## src/verilog/lsb_pkg.sv

```systemverilog
// Purpose: Shared constants and packet carriers for the local to system bus converter
// Assumes: One local bus clock; packets move in single-cycle beats
// Notes:   Packet opcodes and reply kinds are internal encodings of this block
package lsb_pkg;

    // Request opcodes on the system bus
    localparam logic [2:0] OP_READ_BYTE    = 3'h0;
    localparam logic [2:0] OP_READ_DBYTE   = 3'h1;
    localparam logic [2:0] OP_READ_WORD    = 3'h2;
    localparam logic [2:0] OP_LOCKED_READ  = 3'h3;
    localparam logic [2:0] OP_WRITE_WORD   = 3'h4;
    localparam logic [2:0] OP_LOCKED_WRITE = 3'h5;
    localparam logic [2:0] OP_INTERAGENT   = 3'h6;

    // Reply kinds carried in the first beat of a reply
    localparam logic [1:0] RPL_DATA = 2'h0;
    localparam logic [1:0] RPL_WACK = 2'h1;
    localparam logic [1:0] RPL_NACK = 2'h2;
    localparam logic [1:0] RPL_BAD  = 2'h3;

    // Lane patterns
    localparam logic [3:0] LANES_ALL   = 4'hf;
    localparam logic [3:0] LANES_LOWER = 4'h3;
    localparam logic [3:0] LANES_UPPER = 4'hc;
    localparam logic [3:0] LANES_NONE  = 4'h0;

    // Reset values and counts
    localparam logic [1:0]  LOW_ADDR_ZERO   = 2'h0;
    localparam logic [31:0] WORD_ZERO       = 32'h0000_0000;
    localparam logic [3:0]  OUTSTANDING_MAX = 4'hf;
    localparam logic [3:0]  OUTSTANDING_ONE = 4'h1;
    localparam logic [3:0]  COUNT_ZERO      = 4'h0;
    localparam logic [11:0] RPL_TIMEOUT_CYC = 12'h400;
    localparam logic [11:0] TIMER_ZERO      = 12'h000;

    // Outgoing and incoming request packet
    typedef struct packed {
        logic [2:0]  op;
        logic [31:0] addr;
        logic [31:0] data;
        logic [3:0]  marks;
    } lsb_req_s;

    // Reply packet beat
    typedef struct packed {
        logic [1:0]  kind;
        logic        forWrite;
        logic        last;
        logic [31:0] addr;
        logic [31:0] data;
    } lsb_rpl_s;

    // Requesting-side sequencer
    typedef enum logic [2:0] {
        ST_IDLE  = 3'b000,
        ST_RECOG = 3'b001,
        ST_SEND  = 3'b011,
        ST_WAIT  = 3'b010,
        ST_DONE  = 3'b110,
        ST_DRAIN = 3'b111
    } lsb_state_e;

endpackage : lsb_pkg

```

## src/verilog/lsb_bridge.sv

```systemverilog
// Purpose: Local bus to system bus request converter, both requesting and serving halves
// Assumes: Processor logic runs on clk_sys; one word per local transaction
// Notes:   Replies arrive in order; one failed-write address is remembered
// Summary of operation
// - One enabled read lane: byte read packet
// - Halfword lane pair read: double-byte packet
// - Other reads: word packet, low bits zero
// - Served byte/halfword reads decode lane enables
// - Served word reads enable all lanes
// - Lock falling on a read: locked read
// - Accesses inside lock pass as ordinary
// - Lock rising on a write: drain, locked write
// - Unclaimed addresses ignore the lock line
// - Serving side acks or nacks each message
// - Nack shows bad access at data end
// - Messages wait until their reply arrives
// - Timeout gives bad access for reads, messages
// - Failed write flags the later read instead
// - Bad kind first beat; flag last cycle
// - Writes go as words with byte marks
// - One recognition wait; reads wait for data
// - Locked read data after whole reply
// - Sequenced writes wait for write reply
// - Incoming message waits until reply sent
// - Cacheable: claimed, hint high, not locked
`timescale 1ns/10ps
module lsb_bridge (
    input  wire logic            clk_sys,
    input  wire logic            rst_n,
    input  wire logic            addrCycle,
    input  wire logic [31:0]     lclAddr,
    input  wire logic            lclWrite,
    input  wire logic [3:0]      byteLaneEnable,
    input  wire logic            busLockN,
    input  wire logic            cacheHint,
    input  wire logic            recogHit,
    input  wire logic            seqFlag,
    input  wire logic            interagentMessage,
    input  wire logic [31:0]     lclWdata,
    output logic                 readyN,
    output logic                 badAccessN,
    output logic [31:0]          lclRdata,
    output logic                 cacheable,
    output logic                 reqValid,
    input  wire logic            reqReady,
    output lsb_pkg::lsb_req_s    reqPkt,
    input  wire logic            rplValid,
    input  wire lsb_pkg::lsb_rpl_s rplPkt,
    input  wire logic            inReqValid,
    output logic                 inReqReady,
    input  wire lsb_pkg::lsb_req_s inReqPkt,
    input  wire logic            msgBufFull,
    input  wire logic            msgPrioOk,
    input  wire logic            msgIsReg,
    input  wire logic            msgRegOk,
    output logic                 srvValid,
    output logic [3:0]           srvLanes,
    output logic [3:0]           srvStrobes,
    output logic                 srvWaitN,
    output logic                 srvRplValid,
    input  wire logic            srvRplReady,
    output lsb_pkg::lsb_rpl_s    srvRplPkt
);

    // Low address bits from one lane or a halfword pair
    function automatic logic [1:0] lowBitsFromLanes(input logic [3:0] lanes);
        logic [1:0] bits;
        bits = lsb_pkg::LOW_ADDR_ZERO;
        unique case (lanes)
            4'h2:    bits = 2'h1;
            4'h4:    bits = 2'h2;
            4'h8:    bits = 2'h3;
            4'hc:    bits = 2'h2;
            default: bits = lsb_pkg::LOW_ADDR_ZERO;
        endcase
        return bits;
    endfunction : lowBitsFromLanes

    // Lane enables for a served read packet
    function automatic logic [3:0] lanesFromOp(input logic [2:0] op, input logic [1:0] low);
        logic [3:0] lanes;
        lanes = lsb_pkg::LANES_ALL;
        if (op == lsb_pkg::OP_READ_BYTE) begin
            lanes = 4'h1 << low;
        end else if (op == lsb_pkg::OP_READ_DBYTE) begin
            lanes = low[1] ? lsb_pkg::LANES_UPPER : lsb_pkg::LANES_LOWER;
        end
        return lanes;
    endfunction : lanesFromOp

    lsb_pkg::lsb_state_e state_reg;
    lsb_pkg::lsb_state_e state_next;
    lsb_pkg::lsb_req_s   reqPkt_reg;
    logic                lockPrevN_reg;
    logic                curPosted_reg;
    logic                curLockedRd_reg;
    logic                curLockedWr_reg;
    logic                curRead_reg;
    logic                curMsg_reg;
    logic                firstBeat_reg;
    logic                badFlag_reg;
    logic [3:0]          outstanding_reg;
    logic [11:0]         timer_reg;
    logic                failValid_reg;
    logic [31:0]         failAddr_reg;
    logic [31:0]         lclRdata_reg;
    logic                cacheable_reg;
    logic                srvPending_reg;
    lsb_pkg::lsb_rpl_s   srvRplPkt_reg;
    logic                srvValid_reg;
    logic [3:0]          srvLanes_reg;
    logic [3:0]          srvStrobes_reg;
    logic                takeReq;
    logic                lockedRd;
    logic                lockedWr;
    logic                oneLane;
    logic                pairLane;
    logic                sendDone;
    logic                wrRplOk;
    logic                rplMine;
    logic                rplFinish;
    logic                timeout;
    logic                waitDone;
    logic                readyPulse;
    logic                wrSent;
    logic                wrFailed;

    // Only claimed addresses look at the lock line
    assign takeReq  = addrCycle && recogHit && (state_reg == lsb_pkg::ST_IDLE);
    assign lockedRd = !lclWrite && lockPrevN_reg && !busLockN;
    assign lockedWr = lclWrite && !lockPrevN_reg && busLockN;
    assign oneLane  = $onehot(byteLaneEnable);
    assign pairLane = (byteLaneEnable == lsb_pkg::LANES_LOWER) ||
                      (byteLaneEnable == lsb_pkg::LANES_UPPER);

    // Lock history follows claimed address cycles only
    always_ff @(posedge clk_sys or negedge rst_n) begin
        if (!rst_n) begin
            lockPrevN_reg <= 1'b1;
        end else if (takeReq) begin
            lockPrevN_reg <= busLockN;
        end
    end

    // Packet formed in the address cycle; held until the system bus takes it
    always_ff @(posedge clk_sys or negedge rst_n) begin
        if (!rst_n) begin
            reqPkt_reg <= '0;
        end else if (takeReq) begin
            reqPkt_reg.addr  <= {lclAddr[31:2], lsb_pkg::LOW_ADDR_ZERO};
            reqPkt_reg.data  <= lclWdata;
            reqPkt_reg.marks <= lclWrite ? byteLaneEnable : lsb_pkg::LANES_NONE;
            if (interagentMessage) begin
                reqPkt_reg.op <= lsb_pkg::OP_INTERAGENT;
            end else if (lclWrite) begin
                // Inside a held lock writes stay ordinary
                reqPkt_reg.op <= lockedWr ? lsb_pkg::OP_LOCKED_WRITE : lsb_pkg::OP_WRITE_WORD;
            end else if (lockedRd) begin
                reqPkt_reg.op <= lsb_pkg::OP_LOCKED_READ;
            end else if (oneLane) begin
                reqPkt_reg.op      <= lsb_pkg::OP_READ_BYTE;
                reqPkt_reg.addr[1:0] <= lowBitsFromLanes(byteLaneEnable);
            end else if (pairLane) begin
                reqPkt_reg.op      <= lsb_pkg::OP_READ_DBYTE;
                reqPkt_reg.addr[1:0] <= lowBitsFromLanes(byteLaneEnable);
            end else begin
                reqPkt_reg.op <= lsb_pkg::OP_READ_WORD;
            end
        end
    end

    // Transaction attributes for the sequencer
    always_ff @(posedge clk_sys or negedge rst_n) begin
        if (!rst_n) begin
            curPosted_reg   <= 1'b0;
            curLockedRd_reg <= 1'b0;
            curLockedWr_reg <= 1'b0;
            curRead_reg     <= 1'b0;
            curMsg_reg      <= 1'b0;
            cacheable_reg   <= 1'b0;
        end else if (takeReq) begin
            curPosted_reg   <= lclWrite && !interagentMessage && !seqFlag && !lockedWr;
            curLockedRd_reg <= lockedRd && !interagentMessage;
            curLockedWr_reg <= lockedWr && !interagentMessage;
            curRead_reg     <= !lclWrite && !interagentMessage;
            curMsg_reg      <= interagentMessage;
            cacheable_reg   <= cacheHint && !lockedRd && !lockedWr;
        end else if (addrCycle && !recogHit) begin
            cacheable_reg   <= 1'b0;
        end
    end

    assign sendDone  = (state_reg == lsb_pkg::ST_SEND) && reqReady;
    assign wrSent    = sendDone && (reqPkt_reg.op == lsb_pkg::OP_WRITE_WORD ||
                                    reqPkt_reg.op == lsb_pkg::OP_LOCKED_WRITE);
    // In-order replies: our write is done when it is the last one in flight
    assign wrRplOk   = rplValid && rplPkt.forWrite && (outstanding_reg == lsb_pkg::OUTSTANDING_ONE);
    assign rplMine   = rplValid && !rplPkt.forWrite;
    // Locked reads return only after the closing beat
    assign rplFinish = rplMine && (!curLockedRd_reg || rplPkt.last);
    assign timeout   = (state_reg == lsb_pkg::ST_WAIT) && (timer_reg == lsb_pkg::RPL_TIMEOUT_CYC);
    assign waitDone  = timeout || (curRead_reg || curMsg_reg ? rplFinish : wrRplOk);
    assign wrFailed  = rplValid && rplPkt.forWrite &&
                       (rplPkt.kind == lsb_pkg::RPL_NACK || rplPkt.kind == lsb_pkg::RPL_BAD);

    // Sequencer
    always_comb begin
        state_next = state_reg;
        unique case (state_reg)
            lsb_pkg::ST_IDLE:  if (takeReq) state_next = lsb_pkg::ST_RECOG;
            lsb_pkg::ST_RECOG: state_next = curLockedWr_reg ? lsb_pkg::ST_DRAIN : lsb_pkg::ST_SEND;
            lsb_pkg::ST_DRAIN: if (outstanding_reg == lsb_pkg::COUNT_ZERO) state_next = lsb_pkg::ST_SEND;
            lsb_pkg::ST_SEND:  if (reqReady) state_next = curPosted_reg ? lsb_pkg::ST_IDLE : lsb_pkg::ST_WAIT;
            lsb_pkg::ST_WAIT:  if (waitDone) state_next = lsb_pkg::ST_DONE;
            lsb_pkg::ST_DONE:  state_next = lsb_pkg::ST_IDLE;
        endcase
    end

    always_ff @(posedge clk_sys or negedge rst_n) begin
        if (!rst_n) begin
            state_reg <= lsb_pkg::ST_IDLE;
        end else begin
            state_reg <= state_next;
        end
    end

    // Reply timer; a stuck far end cannot hold the reply wait state forever
    always_ff @(posedge clk_sys or negedge rst_n) begin
        if (!rst_n) begin
            timer_reg <= lsb_pkg::TIMER_ZERO;
        end else if (state_reg != lsb_pkg::ST_WAIT) begin
            timer_reg <= lsb_pkg::TIMER_ZERO;
        end else if (!timeout) begin
            timer_reg <= timer_reg + 12'h001;
        end
    end

    // Writes in flight; drained before a locked write
    always_ff @(posedge clk_sys or negedge rst_n) begin
        if (!rst_n) begin
            outstanding_reg <= lsb_pkg::COUNT_ZERO;
        end else if (wrSent && !(rplValid && rplPkt.forWrite)) begin
            if (outstanding_reg != lsb_pkg::OUTSTANDING_MAX) begin
                outstanding_reg <= outstanding_reg + 4'h1;
            end
        end else if (!wrSent && rplValid && rplPkt.forWrite &&
                     outstanding_reg != lsb_pkg::COUNT_ZERO) begin
            outstanding_reg <= outstanding_reg - 4'h1;
        end
    end

    // Refused write remembered; the failure appears on a later read
    always_ff @(posedge clk_sys or negedge rst_n) begin
        if (!rst_n) begin
            failValid_reg <= 1'b0;
            failAddr_reg  <= lsb_pkg::WORD_ZERO;
        end else if (wrFailed) begin
            failValid_reg <= 1'b1;
            failAddr_reg  <= rplPkt.addr;
        end else if (timeout && !curRead_reg && !curMsg_reg) begin
            failValid_reg <= 1'b1;
            failAddr_reg  <= reqPkt_reg.addr;
        end else if (wrSent && reqPkt_reg.addr[31:2] == failAddr_reg[31:2]) begin
            failValid_reg <= 1'b0;
        end
    end

    // Bad-access decision from the first reply beat, timeout or a failed location
    always_ff @(posedge clk_sys or negedge rst_n) begin
        if (!rst_n) begin
            badFlag_reg   <= 1'b0;
            firstBeat_reg <= 1'b1;
        end else if (state_reg == lsb_pkg::ST_RECOG) begin
            badFlag_reg   <= curRead_reg && failValid_reg &&
                             reqPkt_reg.addr[31:2] == failAddr_reg[31:2];
            firstBeat_reg <= 1'b1;
        end else if (state_reg == lsb_pkg::ST_WAIT) begin
            if (timeout && (curRead_reg || curMsg_reg)) begin
                badFlag_reg <= 1'b1;
            end else if (rplMine && firstBeat_reg) begin
                firstBeat_reg <= 1'b0;
                if (rplPkt.kind == lsb_pkg::RPL_BAD) begin
                    badFlag_reg <= 1'b1;
                end else if (curMsg_reg && rplPkt.kind == lsb_pkg::RPL_NACK) begin
                    badFlag_reg <= 1'b1;
                end
            end
        end
    end

    // Read data captured from the first data beat
    always_ff @(posedge clk_sys or negedge rst_n) begin
        if (!rst_n) begin
            lclRdata_reg <= lsb_pkg::WORD_ZERO;
        end else if (state_reg == lsb_pkg::ST_WAIT && rplMine && firstBeat_reg &&
                     rplPkt.kind == lsb_pkg::RPL_DATA) begin
            lclRdata_reg <= rplPkt.data;
        end
    end

    // Posted writes finish when taken, after the single recognition wait
    assign readyPulse = (state_reg == lsb_pkg::ST_DONE) || (sendDone && curPosted_reg);
    assign readyN     = !readyPulse;
    // Bad access shares the last data cycle of the transaction
    assign badAccessN = !(state_reg == lsb_pkg::ST_DONE && badFlag_reg);
    assign lclRdata   = lclRdata_reg;
    assign cacheable  = cacheable_reg;
    assign reqValid   = (state_reg == lsb_pkg::ST_SEND);
    assign reqPkt     = reqPkt_reg;

    // Serving half: lanes and strobes for packets from the system bus
    always_ff @(posedge clk_sys or negedge rst_n) begin
        if (!rst_n) begin
            srvValid_reg   <= 1'b0;
            srvLanes_reg   <= lsb_pkg::LANES_NONE;
            srvStrobes_reg <= lsb_pkg::LANES_NONE;
        end else begin
            srvValid_reg <= inReqValid && inReqReady && inReqPkt.op != lsb_pkg::OP_INTERAGENT;
            if (inReqValid && inReqReady) begin
                srvLanes_reg   <= lanesFromOp(inReqPkt.op, inReqPkt.addr[1:0]);
                srvStrobes_reg <= inReqPkt.marks;
            end
        end
    end

    // Incoming messages are answered; the local side waits until the answer leaves
    always_ff @(posedge clk_sys or negedge rst_n) begin
        if (!rst_n) begin
            srvPending_reg <= 1'b0;
            srvRplPkt_reg  <= '0;
        end else if (inReqValid && inReqReady && inReqPkt.op == lsb_pkg::OP_INTERAGENT) begin
            srvPending_reg         <= 1'b1;
            srvRplPkt_reg.addr     <= inReqPkt.addr;
            srvRplPkt_reg.data     <= lsb_pkg::WORD_ZERO;
            srvRplPkt_reg.forWrite <= 1'b0;
            srvRplPkt_reg.last     <= 1'b1;
            srvRplPkt_reg.kind     <= (!msgBufFull && msgPrioOk && (!msgIsReg || msgRegOk)) ?
                                      lsb_pkg::RPL_WACK : lsb_pkg::RPL_NACK;
        end else if (srvPending_reg && srvRplReady) begin
            srvPending_reg <= 1'b0;
        end
    end

    assign inReqReady  = !srvPending_reg;
    assign srvValid    = srvValid_reg;
    assign srvLanes    = srvLanes_reg;
    assign srvStrobes  = srvStrobes_reg;
    assign srvWaitN    = !srvPending_reg;
    assign srvRplValid = srvPending_reg;
    assign srvRplPkt   = srvRplPkt_reg;

    // Checks
    a_recog_wait: assert property (@(posedge clk_sys) disable iff (!rst_n)
        takeReq |=> readyN) else $error("ready came without the recognition wait");
    a_posted_ready: assert property (@(posedge clk_sys) disable iff (!rst_n)
        takeReq && lclWrite && !interagentMessage && !seqFlag && !lockedWr && reqReady
        |=> ##1 !readyN) else $error("posted write not ready after one wait");
    a_byte_read: assert property (@(posedge clk_sys) disable iff (!rst_n)
        takeReq && !lclWrite && !interagentMessage && !lockedRd && oneLane
        |=> reqPkt.op == lsb_pkg::OP_READ_BYTE &&
            reqPkt.addr[1:0] == lowBitsFromLanes($past(byteLaneEnable)))
        else $error("byte read packet malformed");
    a_word_low: assert property (@(posedge clk_sys) disable iff (!rst_n)
        reqValid && reqPkt.op != lsb_pkg::OP_READ_BYTE && reqPkt.op != lsb_pkg::OP_READ_DBYTE
        |-> reqPkt.addr[1:0] == lsb_pkg::LOW_ADDR_ZERO) else $error("low bits not zero");
    a_locked_read: assert property (@(posedge clk_sys) disable iff (!rst_n)
        takeReq && lockedRd && !interagentMessage
        |=> reqPkt.op == lsb_pkg::OP_LOCKED_READ && !cacheable)
        else $error("locked read not formed");
    a_drain_first: assert property (@(posedge clk_sys) disable iff (!rst_n)
        reqValid && reqPkt.op == lsb_pkg::OP_LOCKED_WRITE |-> outstanding_reg == lsb_pkg::COUNT_ZERO)
        else $error("locked write sent with writes in flight");
    a_msg_waits: assert property (@(posedge clk_sys) disable iff (!rst_n)
        state_reg == lsb_pkg::ST_WAIT && curMsg_reg && !rplMine && !timeout |=> readyN)
        else $error("message finished without reply");
    a_bad_timeout: assert property (@(posedge clk_sys) disable iff (!rst_n)
        timeout && curRead_reg |=> !badAccessN && !readyN) else $error("timeout not flagged");
    a_nack_bad: assert property (@(posedge clk_sys) disable iff (!rst_n)
        state_reg == lsb_pkg::ST_WAIT && curMsg_reg && rplMine && rplPkt.kind == lsb_pkg::RPL_NACK
        |=> !badAccessN && !readyN) else $error("nack not relayed");
    a_srv_lanes: assert property (@(posedge clk_sys) disable iff (!rst_n)
        inReqValid && inReqReady && inReqPkt.op == lsb_pkg::OP_READ_WORD
        |=> srvValid && srvLanes == lsb_pkg::LANES_ALL) else $error("word lanes wrong");
    a_srv_wait: assert property (@(posedge clk_sys) disable iff (!rst_n)
        srvRplValid && !srvRplReady |=> !srvWaitN && srvRplValid)
        else $error("incoming message released early");
    c_locked_read: cover property (@(posedge clk_sys) disable iff (!rst_n)
        state_reg == lsb_pkg::ST_DONE && curLockedRd_reg);
    c_locked_write: cover property (@(posedge clk_sys) disable iff (!rst_n)
        state_reg == lsb_pkg::ST_DRAIN ##1 state_reg == lsb_pkg::ST_SEND);
    c_msg_nack: cover property (@(posedge clk_sys) disable iff (!rst_n)
        srvRplValid && srvRplReady && srvRplPkt.kind == lsb_pkg::RPL_NACK);
    c_bad_read: cover property (@(posedge clk_sys) disable iff (!rst_n)
        !badAccessN && curRead_reg);

endmodule : lsb_bridge

```

## config.mk

```make
export PLATFORM = sky130hd
export DESIGN_NAME = lsb_bridge
export DESIGN_NICKNAME = d
export VERILOG_FILES = /design/src/verilog/lsb_pkg.sv /design/src/verilog/lsb_bridge.sv
export SDC_FILE = /design/constraint.sdc
export NUM_CORES = 1
export LEC_CHECK = 0
export ABC_AREA = 1
export BUFFER_PORTS_ARGS = -buffer_cell sky130_fd_sc_hd__clkbuf_2
export CELL_PAD_IN_SITES_DETAIL_PLACEMENT = 1
export CELL_PAD_IN_SITES_GLOBAL_PLACEMENT = 2
export CORE_ASPECT_RATIO = 1.4
export CORE_MARGIN = 2
export CORE_UTILIZATION = 27
export DETAILED_ROUTE_END_ITERATION = 8
export PLACE_DENSITY = 0.82
export SLEW_MARGIN = 0
export SYNTH_ARGS = -nofsm -noshare
export SYNTH_HDL_FRONTEND = slang
export SYNTH_SLANG_ARGS = --single-unit
```

## constraint.sdc

```tcl
create_clock -name clk_sys -period 2.1 [get_ports clk_sys]
set_clock_uncertainty 0.2 [all_clocks]
set_input_delay 0.21 -clock clk_sys [delete_from_list [all_inputs] [get_ports clk_sys]]
set_output_delay 0.21 -clock clk_sys [all_outputs]
set_load 0.02 [all_outputs]
```

* Word level (Yosys, flattened, before mapping)
Cells that the tools add are included.
** Cells by class
- $add $sub $neg :: 6
- Equal/unequal tests :: 30
- Shift operators :: 1
- Muxes and demuxes :: 49
- Reduce and logical (&&, ||, !) cells :: 92
** Operators by type and width (number)
- two-way mux 32 bit :: 2
- logical AND 1 bit :: 46
- == test 30 bit :: 1
- two-way mux 4 bit :: 7
- two-way mux 12 bit :: 2
- two-way mux 3 bit :: 7
- two-way mux 2 bit :: 10
- zero test 1 bit :: 19
- two-way mux 1 bit :: 19
- case mux 3 bit (6 select lines) :: 1
- == test 3 bit, second input constant :: 5
- adder 12 x 1 -> 12 bit, second input constant :: 1
- == test 12 x 11 -> 1 bit, second input constant :: 1
- nonzero test 2 bit :: 6
- == test 3 x 1 -> 1 bit, second input constant :: 3
- == test 4 x 2 -> 1 bit, second input constant :: 2
- == test 4 bit, second input constant :: 2
- logical OR 1 bit :: 8
- inequality test 2 bit, second input constant :: 4
- nonzero test 4 bit :: 2
- == test 3 x 2 -> 1 bit, second input constant :: 2
- zero test 3 bit :: 2
- inequality test 2 x 1 -> 1 bit, second input constant :: 3
- case mux 2 bit (3 select lines) :: 1
- other kinds (18) :: 22
** Word-level totals
- Register bits :: 209
- Input bits :: 224
- Output and inout bits :: 187
- Logic and storage cells :: 204

* Depth between registers and ports, before layout
- Word-level depth :: 9
- Gate-level depth with buffers :: 11
- Depth with buffers taken out :: 11

* Worst setup path before layout
Ideal clock, no wire load.
- Path type :: input-to-reg
- Start :: input byteLaneEnable[0]
- End :: register reqPkt_reg, in the netlist reqPkt[36]
- Library setup time :: 0.095 ns
- Data arrival time :: 1.761 ns
- Setup slack :: 0.043 ns
- Stages :: 9
- Cell sequence :: inv_1 > fa_1 > inv_1 > ha_1 > ha_1 > nand3b_1 > nand3_1 > nand2_1 > o31ai_1
** Between the ends
- Longest elaborated chain between the ends :: 8
- Elaborated cells between the ends (all ways) :: 16
- Classes of those cells :: add/sub (2); eq/ne (6); mux (6); reduce/logical (2)
** Ends and longest elaborated chain
- start, declared :: line lsb_bridge.sv:33 : input wire logic [3:0] byteLaneEnable,
- == test 4 bit or == test 4 x 3 -> 1 bit (tied branches) :: line lsb_bridge.sv:69, lsb_bridge.sv:134
- OR reduction 2 bit (no line)
- case mux 2 bit (3 select lines) :: line lsb_bridge.sv:69 : unique case (lanes)
- two-way mux 2 bit :: line lsb_bridge.sv:163 : end else if (pairLane) begin
- two-way mux 2 bit * :: line lsb_bridge.sv:160 : end else if (oneLane) begin
- two-way mux 2 bit * :: line lsb_bridge.sv:158 : end else if (lockedRd) begin
- two-way mux 2 bit * :: line lsb_bridge.sv:155 : end else if (lclWrite) begin
- two-way mux 2 bit * :: line lsb_bridge.sv:153 : if (interagentMessage) begin
- end, declared :: line lsb_bridge.sv:93 : lsb_pkg::lsb_req_s reqPkt_reg;
Mark *: on every way between the ends. The rest lies on a longest branch, timed or not.
A chain may end at the register's enable or synchronous reset.

* Worst setup path after layout
- Start :: register srvPending_reg, in the netlist srvRplValid
- End :: register srvStrobes_reg[2], in the netlist srvStrobes[2]
** Between the ends
- Longest elaborated chain between the ends :: 2
** Ends and longest elaborated chain
- start, declared :: line lsb_bridge.sv:108 : logic srvPending_reg;
- start signal, assigned :: line lsb_bridge.sv:329 : srvPending_reg <= 1'b0;
- start signal, assigned :: line lsb_bridge.sv:332 : srvPending_reg <= 1'b1;
- start signal, assigned :: line lsb_bridge.sv:340 : srvPending_reg <= 1'b0;
- zero test 1 bit :: line lsb_bridge.sv:344 : assign inReqReady = !srvPending_reg;
- logical AND 1 bit :: line lsb_bridge.sv:319 : if (inReqValid && inReqReady) begin
- end signal, assigned :: line lsb_bridge.sv:316 : srvStrobes_reg <= lsb_pkg::LANES_NONE;
- end signal, assigned :: line lsb_bridge.sv:321 : srvStrobes_reg <= inReqPkt.marks;
- end, declared :: line lsb_bridge.sv:112 : logic [3:0] srvStrobes_reg;
No other way between the ends.

==> results.sh <==
export IMPL_final_cell_mix="403 x nand2_1, 340 x clkbuf_2, 204 x dfrtp_1, 190 x dlygate4sd3_1, 67 x inv_1"
export IMPL_gr_usage_met2_pct=35.96
export IMPL_clk_pin_slew_ps=60
export IMPL_ios=411
export IMPL_multiInputGateArea_mm2=0.003706
export IMPL_crit_required_ps=2300
export IMPL_grt_max_degree=52
export IMPL_start_kind="flip-flop"
export IMPL_grt_use_met3_pct=3.423
export IMPL_grt_pass1_wl_mm=54.34
export IMPL_root_buffer="clkbuf_16"
export IMPL_cts_htree_levels=1
export IMPL_cts_tree="built"
export IMPL_yosys_top_cells_area="dfrtp_1 54%, nand2_1 16%, mux2_1 3.8%, buf_4 2.7%, inv_1 2.7%"
export IMPL_power_mw=17.34
export IMPL_crit_fanout=10
export IMPL_syn_to_final_growth_pct=54.59
export IMPL_via_per_inst=4.491
export IMPL_die_w_um=162.0
export IMPL_port_buffers=341
export IMPL_drive_above_1_share_pct=26.51
export IMPL_swShare_pct=39.75
export IMPL_ys_ff_latch=207
export IMPL_yosys_warnings=0
export IMPL_ant_nets=0
export IMPL_p_clk_share_pct=24.4
export IMPL_setup_violations=0
export IMPL_dieHeight_um=225.2
export IMPL_p_leak_nw=7.620
export IMPL_period_minus_slack_ps=2018
export IMPL_clk_path_buf_depth=3
export IMPL_end_kind="flip-flop"
export IMPL_hold_class="in -> async"
export IMPL_grt_busiest_layer="met2"
export IMPL_comb_power_share_pct=38.1
export IMPL_synth_top_area_share_pct=54.36
export IMPL_p_sw_mw=6.892
export IMPL_powerDensity_mw_per_mm2=1188
export IMPL_drt_iter0_markers=274
export IMPL_core_area_mm2=0.03466
export IMPL_cts_sinks=207
export IMPL_postSynthCellCount=1075
export IMPL_drv_slew=0
export IMPL_dp_hpwl_mm=23.49
export IMPL_hold_viol_final=0
export IMPL_sequentialPowerShare_pct=37.4
export IMPL_fp_row_count=81
export IMPL_whs_ps=21.38
export IMPL_grt_pass1_vias=10239
export IMPL_syn_area_mm2=0.009438
export IMPL_antenna_found_initial=4
export IMPL_yosysTopAreaCell="dfrtp_1"
export IMPL_rsz0062_at_grt="true"
export IMPL_final_common_cell="nand2_1"
export IMPL_syn_avg_cell_area_um2=8.779
export IMPL_grt_usage_pct=18.74
export IMPL_synthDistinctLibCells=38
export IMPL_place_congestion=0.7988
export IMPL_clk_latency_ps=530
export IMPL_drt_total_wl_mm=35.39
export IMPL_status="completed"
export IMPL_ys_seq_area_share_pct=54.91
export IMPL_register_area_mm2=0.005184
export IMPL_wl_per_cell_um=16.84
export IMPL_start_util_pct=27.23
export IMPL_vdd_drop_max_mv=0.6862
export IMPL_cts_made_buffers=23
export IMPL_die_area_mm2=0.03649
export IMPL_post_route_util_pct=42.09
export IMPL_drtPass1Iterations=4
export IMPL_maxCapViolCount=0
export IMPL_p_int_mw=10.45
export IMPL_vias=9441
export IMPL_grtUsageMet1_pct=19.90
export IMPL_max_freq_mhz=495.5
export IMPL_n_fill_cell=4180
export IMPL_largest_reg_flops=71
export IMPL_path_class="reg -> reg"
export IMPL_cp_arrival_ps=2210
export IMPL_nets=1863
export IMPL_min_period_over_period_pct=96.10
export IMPL_overflow=0
export IMPL_drc=0
final cells by class:
class                   count  area share [%]
diodes                      5         0.08576
clock buffers              33           4.545
clock inverters             5          0.7289
inverters                  74           1.930
multi-input cells         751           25.40
flip-flops and latches    207           35.53
well taps                 456           3.910
repair buffers            571           27.87
kinds of logic (layout without fill, tap and decap cells):
group / count (synthesis) / count (layout) / synth area share (%)
AO/OA/AOI/OAI: 122 / 122 / 7.597
multiplexers: 32 / 32 / 3.818
AND/OR/NAND/NOR: 527 / 527 / 22.26
adder cells (fa/ha/maj): 11 / 11 / 1.538
buffers and inverters: 149 / 683 / 7.424
other: 1 / 38 / 0.03973
flip-flops: 207 / 207 / 54.91
XOR/XNOR: 26 / 26 / 2.413
synthesized netlist by cell type (all sizes together):
cell type and count:
dfstp 2, o21a 7, nor2 60, nand2 408, buf 49, clkbuf 26
a22oi 1, a21oi 19, clkinv 2, xor2 9, ha 10, nand4 9
o21ai 52, xnor2 17, inv 72, o22ai 2, o211ai 15, a31oi 18
mux2 32, dfrtp 205, o41ai 1, fa 1, or2 2, conb 1
o31ai 5, o22a 2, nand3b 2, nor3b 1, nor3 5, nand3 40
power groups by stage:
stage                     combinational (mW)  sequential [mW]  clock, mW
after floorplan                         2.59             7.64          0
after global placement                  6.09             6.45          0
after detailed placement                6.24             6.52          0
after CTS                               6.57             6.48       4.39
after global routing                    7.28             6.69       4.52
final                                   6.61             6.49       4.23
what timing repair did:
action	CTS	global route
gates resized for setup	2	5
pin swaps	0	1
endpoints found under the hold margin	392	0
hold buffers	190	0
setup endpoints to repair	1	9
buffers inserted	0	2
gates cloned	0	2
stage by stage:
stage	setup WS [ps]	cell area (µm²)	setup TNS [ps]	std cells
finish	81.90	14590	0	2102
global route	-16.85	14580	-32.85	2099
CTS	14.02	14490	0	2093
detailed placement	-178.0	11820	-641.4	1865
global placement	-135.4	11820	-491.6	1865
floorplan	43.36	9558	0	1107
critical path, stage by stage (launching register included):
cell and delay (ps):
dfrtp_1 370, inv_1 80, nand2_1 100, buf_4 190, clkinvlp_4 200, nand2_1 100, nand2_1 60, dlygate4sd3_1 580
layer usage:
| layer | wire [µm] | part of all wire, % |
|---|---|---|
| met5 | 0 | 0 |
| met1 | 13180 | 37 |
| met2 | 19000 | 54 |
| met3 | 1889 | 5.3 |
| met4 | 1329 | 3.8 |
path summary, 6_finish.rpt:
check	slack [ps]	start	end	cells after the start
worst max register to register	80	srvRplValid	srvStrobes[2]	7
max in group asynchronous	1020	rst_n	lockPrevN_reg	3
min in group clk_sys	30	inReqPkt[68]	srvLanes[0]	4
worst min register to register	260	firstBeat_reg	firstBeat_reg	2
worst min-delay path	20	rst_n	failAddr_reg[18]	2
worst max-delay path	80	srvRplValid	srvStrobes[2]	7
Note: power is estimated with default switching activity, not from simulation.
